## src/hw/call_progress_pkg.sv

```systemverilog
// constants shared by the call-progress monitor output block
// assumes a 100 MHz core clock and an 8-bit register address port
package call_progress_pkg;

  // ----------------------------------------------------------------
  // register map
  // ----------------------------------------------------------------
  localparam logic [7:0] ADDR_TONE_CTRL   = 8'h01;
  localparam logic [7:0] ADDR_PIN_CTRL    = 8'h02;
  localparam logic [7:0] ADDR_MON_STATUS  = 8'h03;
  localparam logic [7:0] ADDR_RX_ATTEN    = 8'h14;
  localparam logic [7:0] ADDR_TX_ATTEN    = 8'h15;

  // ----------------------------------------------------------------
  // field positions and reset values
  // ----------------------------------------------------------------
  localparam int         TONE_EN_BIT      = 3;
  localparam int         FORMAT_LSB       = 4;
  localparam int         INT_EN_BIT       = 0;
  localparam logic [7:0] ATTEN_RESET      = 8'h00;
  localparam logic [1:0] FORMAT_RESET     = 2'h0;
  localparam logic       TONE_EN_RESET    = 1'b0;
  localparam logic       INT_EN_RESET     = 1'b0;

  typedef enum logic [1:0] {
    FMT_RZ_PWM       = 2'b00,
    FMT_BALANCED_PWM = 2'b01,
    FMT_DELTA_SIGMA  = 2'b10,
    FMT_RESERVED     = 2'b11
  } tone_format_t;

  // ----------------------------------------------------------------
  // timing
  // ----------------------------------------------------------------
  localparam int         CLK_HZ           = 100_000_000;
  localparam int         PWM_RATE_HZ      = 32_000;
  localparam int         PWM_PERIOD_INT   = CLK_HZ / PWM_RATE_HZ;
  localparam logic [11:0] PWM_PERIOD      = PWM_PERIOD_INT[11:0];
  localparam logic [11:0] PWM_HALF        = PWM_PERIOD_INT[12:1];

endpackage

```

## src/hw/call_progress_pwm_out.sv

```systemverilog
// call-progress monitor output: attenuates, sums and modulates the
// transmit and receive voice paths onto one digital pin
// assumes samples and register strobes come from core_clk logic
`timescale 1ns/10ps
module call_progress_pwm_out
  import call_progress_pkg::*;
(
  input  wire logic               core_clk,
  input  wire logic               rst_n,
  input  wire logic [7:0]         reg_addr,
  input  wire logic [7:0]         reg_wdata,
  input  wire logic               reg_write,
  input  wire logic               reg_read,
  output logic      [7:0]         reg_rdata,
  input  wire logic signed [15:0] tx_sample,
  input  wire logic signed [15:0] rx_sample,
  input  wire logic               sample_valid,
  output logic                    monitor_audio_pin,
  output logic                    monitor_audio_oe
);
  import call_progress_pkg::*;

  // ----------------------------------------------------------------
  // state
  // ----------------------------------------------------------------
  typedef struct packed {
    logic [7:0]         rx_atten;
    logic [7:0]         tx_atten;
    logic               tone_en;
    tone_format_t       format;
    logic               int_en;
    logic [7:0]         rdata;
    logic signed [16:0] level;
    logic [11:0]        cnt;
    logic [11:0]        duty;
    logic [15:0]        acc;
    logic               pin;
    logic               oe;
  } state_t;

  state_t             cur;
  state_t             next_s;
  logic signed [15:0] rx_scaled;
  logic signed [15:0] tx_scaled;
  logic signed [16:0] sum;
  logic        [16:0] level_u;
  logic        [23:0] duty_prod;
  logic        [16:0] acc_sum;
  logic        [11:0] bal_lo;
  logic        [11:0] bal_hi;
  logic               active;
  logic               wave;

  // ----------------------------------------------------------------
  // attenuation stages
  // ----------------------------------------------------------------
  // the stages only tap the voice samples; the line paths are untouched
  monitor_attenuator u_rx_atten (
    .sample (rx_sample),
    .gain   (cur.rx_atten),
    .scaled (rx_scaled)
  );

  monitor_attenuator u_tx_atten (
    .sample (tx_sample),
    .gain   (cur.tx_atten),
    .scaled (tx_scaled)
  );

  // ----------------------------------------------------------------
  // next state
  // ----------------------------------------------------------------
  always_comb begin
    next_s = cur;

    // register writes
    if (reg_write) begin
      unique case (reg_addr)
        ADDR_RX_ATTEN: next_s.rx_atten = reg_wdata;
        ADDR_TX_ATTEN: next_s.tx_atten = reg_wdata;
        ADDR_TONE_CTRL: begin
          next_s.tone_en = reg_wdata[TONE_EN_BIT];
          next_s.format  =
            tone_format_t'(reg_wdata[FORMAT_LSB +: 2]);
        end
        ADDR_PIN_CTRL: next_s.int_en = reg_wdata[INT_EN_BIT];
        default: ;
      endcase
    end

    // register reads, data valid in the following cycle only
    next_s.rdata = 8'h00;
    if (reg_read) begin
      unique case (reg_addr)
        ADDR_RX_ATTEN: next_s.rdata = cur.rx_atten;
        ADDR_TX_ATTEN: next_s.rdata = cur.tx_atten;
        ADDR_TONE_CTRL: begin
          next_s.rdata[TONE_EN_BIT]     = cur.tone_en;
          next_s.rdata[FORMAT_LSB +: 2] = cur.format;
        end
        ADDR_PIN_CTRL: next_s.rdata[INT_EN_BIT] = cur.int_en;
        ADDR_MON_STATUS: next_s.rdata = {6'h00, cur.pin, cur.oe};
        default: next_s.rdata = 8'h00;
      endcase
    end

    // sum of both attenuated paths, 17 bits so it never overflows
    sum = 17'(rx_scaled) + 17'(tx_scaled);
    if (sample_valid)
      next_s.level = sum;

    // offset binary copy of the level for the modulators
    level_u = {~cur.level[16], cur.level[15:0]};

    // 32 kHz frame counter; duty is sampled once per frame so a new
    // level never splits a pulse
    duty_prod = level_u[16:5] * PWM_PERIOD;
    if (cur.cnt == PWM_PERIOD - 12'h001) begin
      next_s.cnt  = 12'h000;
      next_s.duty = duty_prod[23:12];
    end else begin
      next_s.cnt = cur.cnt + 12'h001;
    end

    // first order delta-sigma: the carry is the output bit
    acc_sum = {1'b0, cur.acc} + {1'b0, level_u[16:1]};
    next_s.acc = acc_sum[15:0];

    // balanced pulse is centred in the frame
    bal_lo = PWM_HALF - {1'b0, cur.duty[11:1]};
    bal_hi = bal_lo + cur.duty;

    wave = 1'b0;
    unique case (cur.format)
      FMT_RZ_PWM:       wave = cur.cnt < cur.duty;
      FMT_BALANCED_PWM:
        wave = (cur.cnt >= bal_lo) && (cur.cnt < bal_hi);
      FMT_DELTA_SIGMA:  wave = acc_sum[16];
      FMT_RESERVED:     wave = 1'b0;
    endcase

    // the pin is shared with the interrupt output, which wins
    active    = cur.tone_en && !cur.int_en;
    next_s.oe  = active;
    next_s.pin = active && wave;
  end

  // ----------------------------------------------------------------
  // registers
  // ----------------------------------------------------------------
  always_ff @(posedge core_clk or negedge rst_n) begin
    if (!rst_n) begin
      cur          <= '0;
      cur.rx_atten <= ATTEN_RESET;
      cur.tx_atten <= ATTEN_RESET;
      cur.tone_en  <= TONE_EN_RESET;
      cur.format   <= tone_format_t'(FORMAT_RESET);
      cur.int_en   <= INT_EN_RESET;
    end else begin
      cur <= next_s;
    end
  end

  assign reg_rdata         = cur.rdata;
  assign monitor_audio_pin = cur.pin;
  assign monitor_audio_oe  = cur.oe;
endmodule

```

## src/hw/monitor_attenuator.sv

```systemverilog
// one linear attenuation stage for a monitor voice path
// assumes a two's complement sample and an unsigned gain of n/256
`timescale 1ns/10ps
module monitor_attenuator (
  input  wire logic signed [15:0] sample,
  input  wire logic        [7:0]  gain,
  output logic signed      [15:0] scaled
);
  logic signed [24:0] product;

  // a gain of zero gives an exact zero product, so the path is muted
  always_comb begin
    product = sample * $signed({1'b0, gain});
    scaled  = product[23:8];
  end
endmodule

```

## config.mk

```make
export PLATFORM = sky130hd
export DESIGN_NAME = call_progress_pwm_out
export DESIGN_NICKNAME = d
export VERILOG_FILES = /design/src/hw/call_progress_pkg.sv /design/src/hw/call_progress_pwm_out.sv /design/src/hw/monitor_attenuator.sv
export SDC_FILE = /design/constraint.sdc
export NUM_CORES = 1
export LEC_CHECK = 0
export BUFFER_PORTS_ARGS = -buffer_cell sky130_fd_sc_hd__buf_4
export CAP_MARGIN = 20
export CORE_AREA = 10 10 274 276
export CTS_BUF_LIST = sky130_fd_sc_hd__clkbuf_8
export DETAILED_ROUTE_END_ITERATION = 10
export DIE_AREA = 0 0 284 286
export GPL_ROUTABILITY_DRIVEN = 1
export PLACE_DENSITY = 0.5
export SYNTH_ARGS = -nofsm -noshare
export SYNTH_HDL_FRONTEND = slang
export SYNTH_HIERARCHICAL = 1
export SYNTH_SLANG_ARGS = --single-unit
export TNS_END_PERCENT = 10
```

## constraint.sdc

```tcl
create_clock -name core_clk -period 6.5 [get_ports core_clk]
set_input_delay 1.3 -clock core_clk [delete_from_list [all_inputs] [get_ports core_clk]]
set_output_delay 1.3 -clock core_clk [all_outputs]
set_load 0.01 [all_outputs]
```

==> results.cfg, run 1 <==
[critical_path]
crit_path_frequent_cell = fa_1
startpoint_type = primary input
cp.arrival_ns = 6.64
cp-end-kind = flip-flop
crit_start = tx_sample[5]
r2r-start = cur[82]$_DFFE_PN0P_
cp_slowest_stage_delay_ns = 0.56
worstPathCellList = buf_4 > nand2_2 > fa_1 > inv_1 > fa_1 > inv_1 > fa_1 > inv_1 > fa_1 > ha_4 > a21o_1 > a21oi_2 > o211ai_4 > a31o_4 > or4_1 > nand4_1 > ha_4 > a21oi_2 > o21ai_2 > or3_1 > o22ai_2 > o21ai_2 > xor2_1 > mux2_4
crit_slowest_cell = fa_1
cp.required_ns = 6.76
cp_max_fo = 3
crit_type = in2reg

[synth]
synth_seq_cells = 86
yosys-top-cells-area = fa_1, ha_1, dfrtp_1
synth_compound_gate_area_share_pct = 11.22
synth-xor-area-share_pct = 5.255
synth_area_per_cell_um2 = 8.946
synth_top_area_share_pct = 26.47
synth-seq-area-share_pct = 12.54
synth_nets = 2446
synth_mux_area_share_pct = 1.880
synth.distinct_cells = 76
synth_ff_type = dfrtp_1
netlist_area_mm2 = 0.01717
synth_async_sr_flop_share_pct = 100.0
yosysTopAreaCell = fa_1
synth.most_common_cell = inv_1
ys_top_cells_by_count = inv_1, ha_1, fa_1, nand2_1, and2_1
yosys.area_share.simple_pct = 15.01
yosys.area_share.adder_pct = 44.47
synth_top_family_by_area = adder cells
synth_edf_count = 0
yosys_warnings = 6
synthCells = 1919

[min_path]
holdCritStartpoint = cur[2]$_DFF_PN0_
hold_class = reg2reg

[final_layout]
area_growth_syn_to_layout_pct = 19.90
layoutNonFillerInstCount = 3097
finalNetCount = 2678
drive_gt1_share_pct = 17.21
nFillCells = 7398

[clocking]
cts_buffers = 9
clk_latency_ns = 0.39
cts_buffer_depth = 2
root_buffer = clkbuf_8
cts.clk_slew.worst_paths_ns = 0.08
cts.htree.levels = 3
cts_tree = built
clock_sink_count = 86

[placed_design]
hpwl_um = 38600
dp.cells = 3075
port_buffers = 62
gp_congestion = 0.8558
pre_cts_slack_ns = -0.4802

[route]
dr.pass1.iters = 5
viasPerCell = 4.410
drcViolationCount = 0
ant_nets = 0
vias = 13660
drt_wl_total_um = 44110
drtIter0Drc = 538
route.detailed.wl_per_inst_um = 14.24

[die]
io_pins = 63
initial_core_util_pct = 24.69
dieWidth_um = 284
die-height_um = 286
rows = 97
core_mm2 = 0.06954
die-area_mm2 = 0.08122

[grt]
grt_remaining_overflow = 0
gr-usage-all-layers_pct = 10.99
grt_pass1_wl_um = 74240
grt_util_met2_pct = 19.42
busiest_layer = met2
grt_pass1_vias = 14640
grt_use_met1_pct = 14.49
grt_max_degree = 55
grtUsageMet3_pct = 1.364
antenna_found_initial = 2

[pwr]
p_leak_nw = 10.62
peakVddDrop_mv = 0.4920
power_density_mw_per_mm2 = 309.1

[timing]
rsz0062_at_grt = yes
finalSetupViolations = 0
relSlewSlack_pct = 50.89
max_freq_mhz = 156.7
finalCritPeriodShare_pct = 98.20
fin_crit_ns = 6.383
worst_pin_slew_ns = 0.7366
hold_viol_final = 0
final_max_slew_viol_count = 0
fin_worst_skew_ns = 0.01643
finalSetupTns_ns = 0
timing.final.ws_setup_ns = 0.1169

[run]
cap_violations = 0

[outcome]
status = completed
## power by group
group	switching, mW	internal [mW]	leakage, nW
Combinational	2.87	2.35	9.41
Clock	0.205	0.159	0.0913
Sequential	0.127	0.646	1.12
## metrics by stage
| step | hold WS [ns] | area (µm²) | utilization, % | power (mW) |
|---|---|---|---|---|
| floorplan | 0.4557 | 17200 | - | 4.687 |
| global placement | 0.4634 | 20110 | 28.92 | 5.879 |
| detailed placement | 0.4795 | 20110 | 28.92 | 5.979 |
| CTS | 0.4997 | 20300 | 29.20 | 6.415 |
| global route | 0.5109 | 20580 | 29.59 | 7.273 |
| finish | 0.4909 | 20580 | 29.60 | 6.362 |
## worst max-delay path: cells and delay by family
family	cells	cell delay, ns
muxes	1	0.26
adders and majority gates	6	2.51
xor gates and xnor gates	1	0.15
buffers and inverters	4	0.24
AOI/OAI and AO/OA	8	1.22
and+or+nand+nor	4	0.96
## layout make-up
| cell class | count | area (µm²) | share of cell area [%] |
|---|---|---|---|
| repair buffers | 260 | 1968 | 9.562 |
| diodes | 1 | 2.502 | 0.01216 |
| inverters | 388 | 1456 | 7.076 |
| multi-input cells | 1406 | 13640 | 66.27 |
| clock buffers | 11 | 151.4 | 0.7355 |
| well taps | 940 | 1176 | 5.714 |
| flip-flops and latches | 86 | 2155 | 10.47 |
| clock inverters | 5 | 33.78 | 0.1641 |
## worst paths after layout
path                            cells past startpoint  slack [ns]                     end
worst max-delay path                               24        0.12     cur[56]$_DFFE_PN0P_
worst min-delay path                                1        0.49        cur[2]$_DFF_PN0_
worst max register to register                     25        0.30     cur[56]$_DFFE_PN0P_
worst min register to register                      1        0.49        cur[2]$_DFF_PN0_
max in group asynchronous                           2        4.55     cur[75]$_DFFE_PN0P_
min in group asynchronous                           1        0.84  reg_rdata[3]$_DFF_PN0_
## state kept, by name, summed over array words and instances, names as in the netlist
signal / flops
cur: 76
monitor_audio_oe: 1
monitor_audio_pin: 1
reg_rdata: 8
## metal layers
layer	vias to the layer above	share of wire, %
met4	2	1.0
met5	-	0.039
met1	6763	47
li1	6689	-
met2	174	49
met3	30	3.1
## kinds of logic after synthesis
logic type,after synthesis
AND/OR/NAND/NOR,516
adder cells (fa/ha/maj),474
buffers and inverters,427
AO/OA/AOI/OAI,284
XOR/XNOR,103
flip-flops,86
multiplexers,29
## repair_timing
item / CTS / global route
pin swaps: 0 / 30
setup buffers: 0 / 5
resized for setup: 2 / 53
setup endpoints to repair: 2 / 9
hold buffers: 0 / 0
## cell usage in the layout, fill, tap and decap left out, types with 6 or more instances in the layout
master,instances
o21ai_0,41
o21ai_2,14
inv_1,388
clkbuf_8,11
o21ai_1,6
xnor2_1,63
o31ai_1,6
o21a_1,21
a211oi_1,10
mux2_2,25
a21oi_1,65
nand4_1,22
nor3_1,14
a21oi_2,8
nand3_1,30
nor2_1,56
nand2b_1,12
xor2_1,34
fa_1,227
and3_1,10
nand2_1,203
o211ai_1,6
a211o_1,7
o21bai_1,9
a21o_1,20
nor2b_1,16
ha_1,242
a21boi_0,6
or3_1,10
buf_4,258
a31oi_1,10
dfrtp_1,84
and2_1,107
No activity file was read; power rests on OpenSTA's default activity.
==> run 2, diff against run 1 <==
- CORE_AREA: 10 10 274 276 -> 10 10 267 269
- DIE_AREA: 0 0 284 286 -> 0 0 277 279
- SYNTH_HIERARCHICAL: 1 -> not set
==> results.cfg, run 2 <==
[outcome]
status = finished with violations
failed_checks = setup timing

[placed_design]
port_buffers = 62
dp.cells = 2800
gp_congestion = 0.8019
placed_cell_area_mm2 = 0.01886
pre_cts_slack_ns = -0.7871
hpwl_um = 34450

[synth]
synth_ff_type = dfrtp_1
netlist_area_mm2 = 0.01632
ys_top_cells_by_count = inv_1, ha_1, fa_1, nand2_1, and2_1
synth.distinct_cells = 65
synth-seq-area-share_pct = 13.18
synth_edf_count = 0
synth.most_common_cell = inv_1
synthCells = 1764
yosysTopAreaCell = fa_1
yosys_warnings = 0
synth_area_per_cell_um2 = 9.253
yosys-top-cells-area = fa_1, ha_1, dfrtp_1
synth_seq_cells = 86
synth_nets = 2288
synth_top_area_share_pct = 27.84
synth_async_sr_flop_share_pct = 100.0

[final_layout]
max_flop_register = cur
area_growth_syn_to_layout_pct = 17.51
largest_reg_flops = 76
final_cell_area_mm2 = 0.01918
drive_gt1_share_pct = 15.23
finalNetCount = 2476
final_common_cell = inv_1
final_cell_mix = inv_1, ha_1, fa_1
layoutNonFillerInstCount = 2822

[timing]
hold_viol_final = 0
timing.final.ws_setup_ns = -0.2004
finalSetupTns_ns = -0.5976
worst_pin_slew_ns = 0.8350
rsz0062_at_grt = yes
fin_crit_ns = 6.700
fin_worst_skew_ns = 0.01713
finalSetupViolations = 7
final_max_slew_viol_count = 0
holdWs_ns = 0.5019
finalCritPeriodShare_pct = 103.1
relSlewSlack_pct = 43.87
max_freq_mhz = 149.2

[clocking]
root_buffer = clkbuf_8
cts.htree.levels = 3
cts_tree = built
clk_latency_ns = 0.41
cts_buffers = 9
ctsHoldBuffers = 0
cts_buffer_depth = 2
clock_sink_count = 86
cts.clk_slew.worst_paths_ns = 0.10

[route]
route.detailed.wl_per_inst_um = 14.16
drcViolationCount = 0
drt_wl_total_um = 39950
vias = 12310
viasPerCell = 4.361
ant_nets = 0
drtIter0Drc = 532
dr.pass1.iters = 6

[min_path]
hold_class = reg2reg
min_path_cells = 1
holdCritStartpoint = cur[2]$_DFF_PN0_
hold_end = cur[2]$_DFF_PN0_

[run]
cap_violations = 0

[die]
rows = 94
io_pins = 63
dieWidth_um = 277
die-height_um = 279
die-area_mm2 = 0.07728
initial_core_util_pct = 24.87
core_mm2 = 0.06563

[pwr]
power_density_mw_per_mm2 = 305.0
p_leak_nw = 10.20
peakVddDrop_mv = 0.4212

[grt]
grt_pass1_vias = 13300
grt_remaining_overflow = 0
grt_pass1_wl_um = 68380
antenna_found_initial = 2
gr-usage-all-layers_pct = 10.64
grt_max_degree = 51

[critical_path]
r2r-start = cur[79]$_DFFE_PN0P_
crit_start = tx_sample[5]
cp_max_fo = 4
crit_slowest_cell = fa_1
cp.arrival_ns = 6.99
worst_r2r_path_depth = 29
cp.required_ns = 6.79
cp_slowest_stage_delay_ns = 0.55
cp-end-kind = flip-flop
startpoint_type = primary input
crit_type = in2reg
reg2reg_to = cur[57]$_DFFE_PN0P_
rrSetupSlack_ns = 0.22
[run 2: cell types whose count changed in the layout (fill, tap and decap cells not counted), sizes merged, moves of 7 or more]
cell	delta
buf	-46
inv	-45
nand2	-31
a21oi	-26
and2	+23
nand4	-19
o21ai	-15
nand3	-10
nor3	+7
[run 2: cells by family (layout without fill, tap and decap cells)]
logic type / Yosys count / after routing / synth area share (%)
xor+xnor: 102 / 102 / 5.473
mux: 32 / 32 / 2.177
flops: 86 / 86 / 13.18
fa+ha+maj: 471 / 471 / 46.54
simple gates: 478 / 478 / 14.68
buf+inv: 378 / 571 / 8.945
other cells: 0 / 1 / 0
compound gates: 217 / 217 / 8.999
[run 2: per-stage QoR]
step / utilization, % / power (mW)
final: 29.23 / 5.850
after global routing: 29.23 / 6.655
after CTS: 29.15 / 5.972
after detailed placement: 28.74 / 5.479
after global placement: 28.74 / 5.401
after floorplan: - / 4.186
[run 2: what timing repair did]
action                                 CTS  global route
buffers inserted                         2             2
endpoints found under the hold margin    0             0
resized for setup                       17             9
setup endpoints to repair                7             9
pin swaps                                8            14
[run 2: how the worst max path moves through the flow]
stage | end | depth (start not counted) | slack, ns
after global routing | cur[57]$_DFFE_PN0P_ | 29 | -0.51
after floorplan | cur[57]$_DFFE_PN0P_ | 28 | -0.33
final | cur[57]$_DFFE_PN0P_ | 29 | -0.20
after detailed placement | cur[56]$_DFFE_PN0P_ | 26 | -0.79
after CTS | cur[57]$_DFFE_PN0P_ | 29 | -0.23
after global placement | cur[56]$_DFFE_PN0P_ | 28 | -0.75
[run 2: power by group]
group	switching [mW]	internal (mW)
logic	2.52	2.17
clock network	0.252	0.143
registers	0.121	0.648
total	2.89	2.96
[run 2: critical path: cells and delay by family]
family | cells | cell delay, ns
adders and majority gates | 6 | 2.50
AOI/OAI and AO/OA | 12 | 2.08
buffers and inverters | 6 | 0.52
and+or+nand+nor | 3 | 0.32
xor gates and xnor gates | 1 | 0.17
muxes | 1 | 0.09
[run 2: layout make-up]
| class | instances | area, µm² |
|---|---|---|
| clock buffers | 9 | 123.9 |
| diodes | 1 | 2.502 |
| inverters | 340 | 1276 |
| well taps | 864 | 1081 |
| flip-flops and latches | 86 | 2152 |
| repair buffers | 215 | 1640 |
| clock inverters | 7 | 55.05 |
| fillers | 6913 | 46450 |
| multi-input cells | 1300 | 12850 |
[run 2: layer usage]
layer / track usage [%] / vias up / part of all wire (%)
li1: - / 6038 / -
met1: 13.89 / 6127 / 47
met2: 18.71 / 114 / 50
met3: 1.190 / 27 / 2.0
met4: 2.049 / 2 / 1.0
met5: 0 / - / 0.028
==> run 3, diff against run 2 <==
--- a/config.mk
+++ b/config.mk
@@ -9,6 +9,7 @@
 export CAP_MARGIN = 20
-export CORE_AREA = 10 10 267 269
+export CORE_AREA = 10 10 274 276
 export CTS_BUF_LIST = sky130_fd_sc_hd__clkbuf_8
+export CTS_CLUSTER_SIZE = 28
 export DETAILED_ROUTE_END_ITERATION = 10
-export DIE_AREA = 0 0 277 279
+export DIE_AREA = 0 0 284 286
 export GPL_ROUTABILITY_DRIVEN = 1
@@ -17,2 +18,3 @@
 export SYNTH_HDL_FRONTEND = slang
+export SYNTH_HIERARCHICAL = 1
 export SYNTH_SLANG_ARGS = --single-unit
==> constraint.sdc (replaced) <==
create_clock -name core_clk -period 6.5 [get_ports core_clk]
set_input_delay 0.325 -clock core_clk [delete_from_list [all_inputs] [get_ports core_clk]]
set_output_delay 0.325 -clock core_clk [all_outputs]
set_load 0.01 [all_outputs]
==> results.cfg, run 3 (same netlist as run 1, synthesis figures left out) <==
[run]
cap_violations = 0

[timing]
fin_worst_skew_ns = 0.01717
finalCritPeriodShare_pct = 94.10
fin_crit_ns = 6.117
finalSetupTns_ns = 0
worst_pin_slew_ns = 0.9456
finalSetupViolations = 0
max_freq_mhz = 163.5
relSlewSlack_pct = 36.07
final_max_slew_viol_count = 0
hold_viol_final = 0

[pwr]
p_sw_mw = 3.190
p_leak_nw = 9.802
comb_power_share_pct = 81.0
power_density_mw_per_mm2 = 323.1
internal-power_mw = 3.022
seqPwrFrac_pct = 12.5
swShare_pct = 51.35
peakVddDrop_mv = 0.5292
power_frac_clock_pct = 6.6

[min_path]
hold_class = in2reg
holdCritStartpoint = reg_wdata[7]

[critical_path]
cp.arrival_ns = 6.43
startpoint_type = flip-flop
crit_start = cur[81]$_DFFE_PN0P_
crit_path_frequent_cell = fa_1
crit_type = reg2reg
cp.buffers_inverters = 4
cp_slowest_stage_delay_ns = 0.59
cp-end-kind = flip-flop
cp.required_ns = 6.81
cp_max_fo = 14
worstPathCellList = nand2_1 > fa_1 > inv_1 > fa_1 > inv_1 > fa_1 > inv_1 > fa_1 > ha_1 > a21oi_1 > nand3_1 > o21ai_1 > and2_1 > o21ai_0 > xor2_1 > ha_1 > and3_1 > a221oi_2 > buf_4 > o21bai_1 > a21oi_1 > xnor2_1 > mux2_2
r2r-start = cur[81]$_DFFE_PN0P_
crit_slowest_cell = dfrtp_2
critPathTopFamily = adder cells

[placed_design]
port_buffers = 62
dp.cells = 2917
gp_congestion = 0.8688
hpwl_um = 38090

[clocking]
clk_latency_ns = 0.41
cts.htree.levels = 3
root_buffer = clkbuf_8
cts_buffers = 9
cts_tree = built
clock_sink_count = 86
cts_buffer_depth = 2
cts.clk_slew.worst_paths_ns = 0.10

[final_layout]
nFillCells = 7442
layoutNonFillerInstCount = 2942
finalNetCount = 2523
largest_reg_flops = 76
final_common_cell = inv_1
multi_input_area_mm2 = 0.01342
drive_gt1_share_pct = 9.445
seqCellArea_mm2 = 0.002170
area_growth_syn_to_layout_pct = 11.98
final_cell_mix = inv_1, ha_1, fa_1
max_flop_register = cur

[die]
die-height_um = 286
die-area_mm2 = 0.08122
initial_core_util_pct = 24.69
rows = 97
core_mm2 = 0.06954
dieWidth_um = 284
io_pins = 63

[grt]
grt_pass1_wl_um = 75770
grt_remaining_overflow = 0
antenna_found_initial = 4
gr-usage-all-layers_pct = 11.30
grt_pass1_vias = 14330
grt_max_degree = 57

[route]
route.detailed.wl_per_inst_um = 15.29
vias = 13240
ant_nets = 0
drcViolationCount = 0
drtIter0Drc = 757
viasPerCell = 4.500
dr.pass1.iters = 7
drt_wl_total_um = 44990

[outcome]
status = completed
==> run 3: per-layer routing <==
| layer | part of all wire, % | global-route usage [%] |
|---|---|---|
| met3 | 3.3 | 1.594 |
| met1 | 48 | 15.02 |
| met2 | 48 | 19.52 |
| met4 | 1.1 | 1.773 |
| met5 | 0 | 0 |
==> run 3: worst paths after layout <==
check                                            to  slack (ns)  cells past startpoint
worst max-delay path            cur[51]$_DFFE_PN0P_        0.38                     23
worst min-delay path            cur[86]$_DFFE_PN0P_        0.17                      2
worst max register to register  cur[51]$_DFFE_PN0P_        0.38                     23
worst min register to register     cur[2]$_DFF_PN0_        0.50                      1
max in group asynchronous       cur[80]$_DFFE_PN0P_        4.86                      3
min in group asynchronous         cur[17]$_DFF_PN0_        0.40                      2
==> run 3: through the flow <==
stage	hold slack, ns	util [%]	setup slack, ns	instance area [µm²]	power, mW
after floorplan	0.02941	-	0.3566	17170	4.678
after global placement	0.2921	27.14	0.08992	18880	5.745
after detailed placement	0.2987	27.14	-0.05596	18880	5.869
after CTS	0.1181	27.46	0.003729	19090	6.338
after global routing	0.1538	27.64	-0.009940	19220	7.155
final	0.1674	27.64	0.3834	19220	6.211
==> run 3: area by class of cell <==
type,count,area share [%]
timing repair buffer,105,4.185
antenna,1,0.01302
inverter,388,7.576
clock inverter,6,0.3254
multi-input combinational,1406,69.78
tap,940,6.118
clock buffer,10,0.7159
sequential,86,11.29
==> run 3: power groups by stage <==
| stage | sequential, mW | combinational, mW | clock [mW] |
|---|---|---|---|
| 3_5_place_dp | 0.788 | 5.08 | 0 |
| 2_1_floorplan | 0.720 | 3.96 | 0 |
| 4_1_cts | 0.778 | 5.13 | 0.429 |
| 3_3_place_gp | 0.786 | 4.96 | 0 |
| 6_report | 0.775 | 5.03 | 0.408 |
| 5_1_grt | 0.794 | 5.92 | 0.443 |
==> run 3: what timing repair did <==
item                                    in CTS  in global routing
buffers inserted                             0                  7
resized for setup                            6                 19
endpoints found under the hold margin       30                  0
hold buffers                                 1                  0
endpoints found under the setup margin       3                  7
pin swaps                                    0                  1
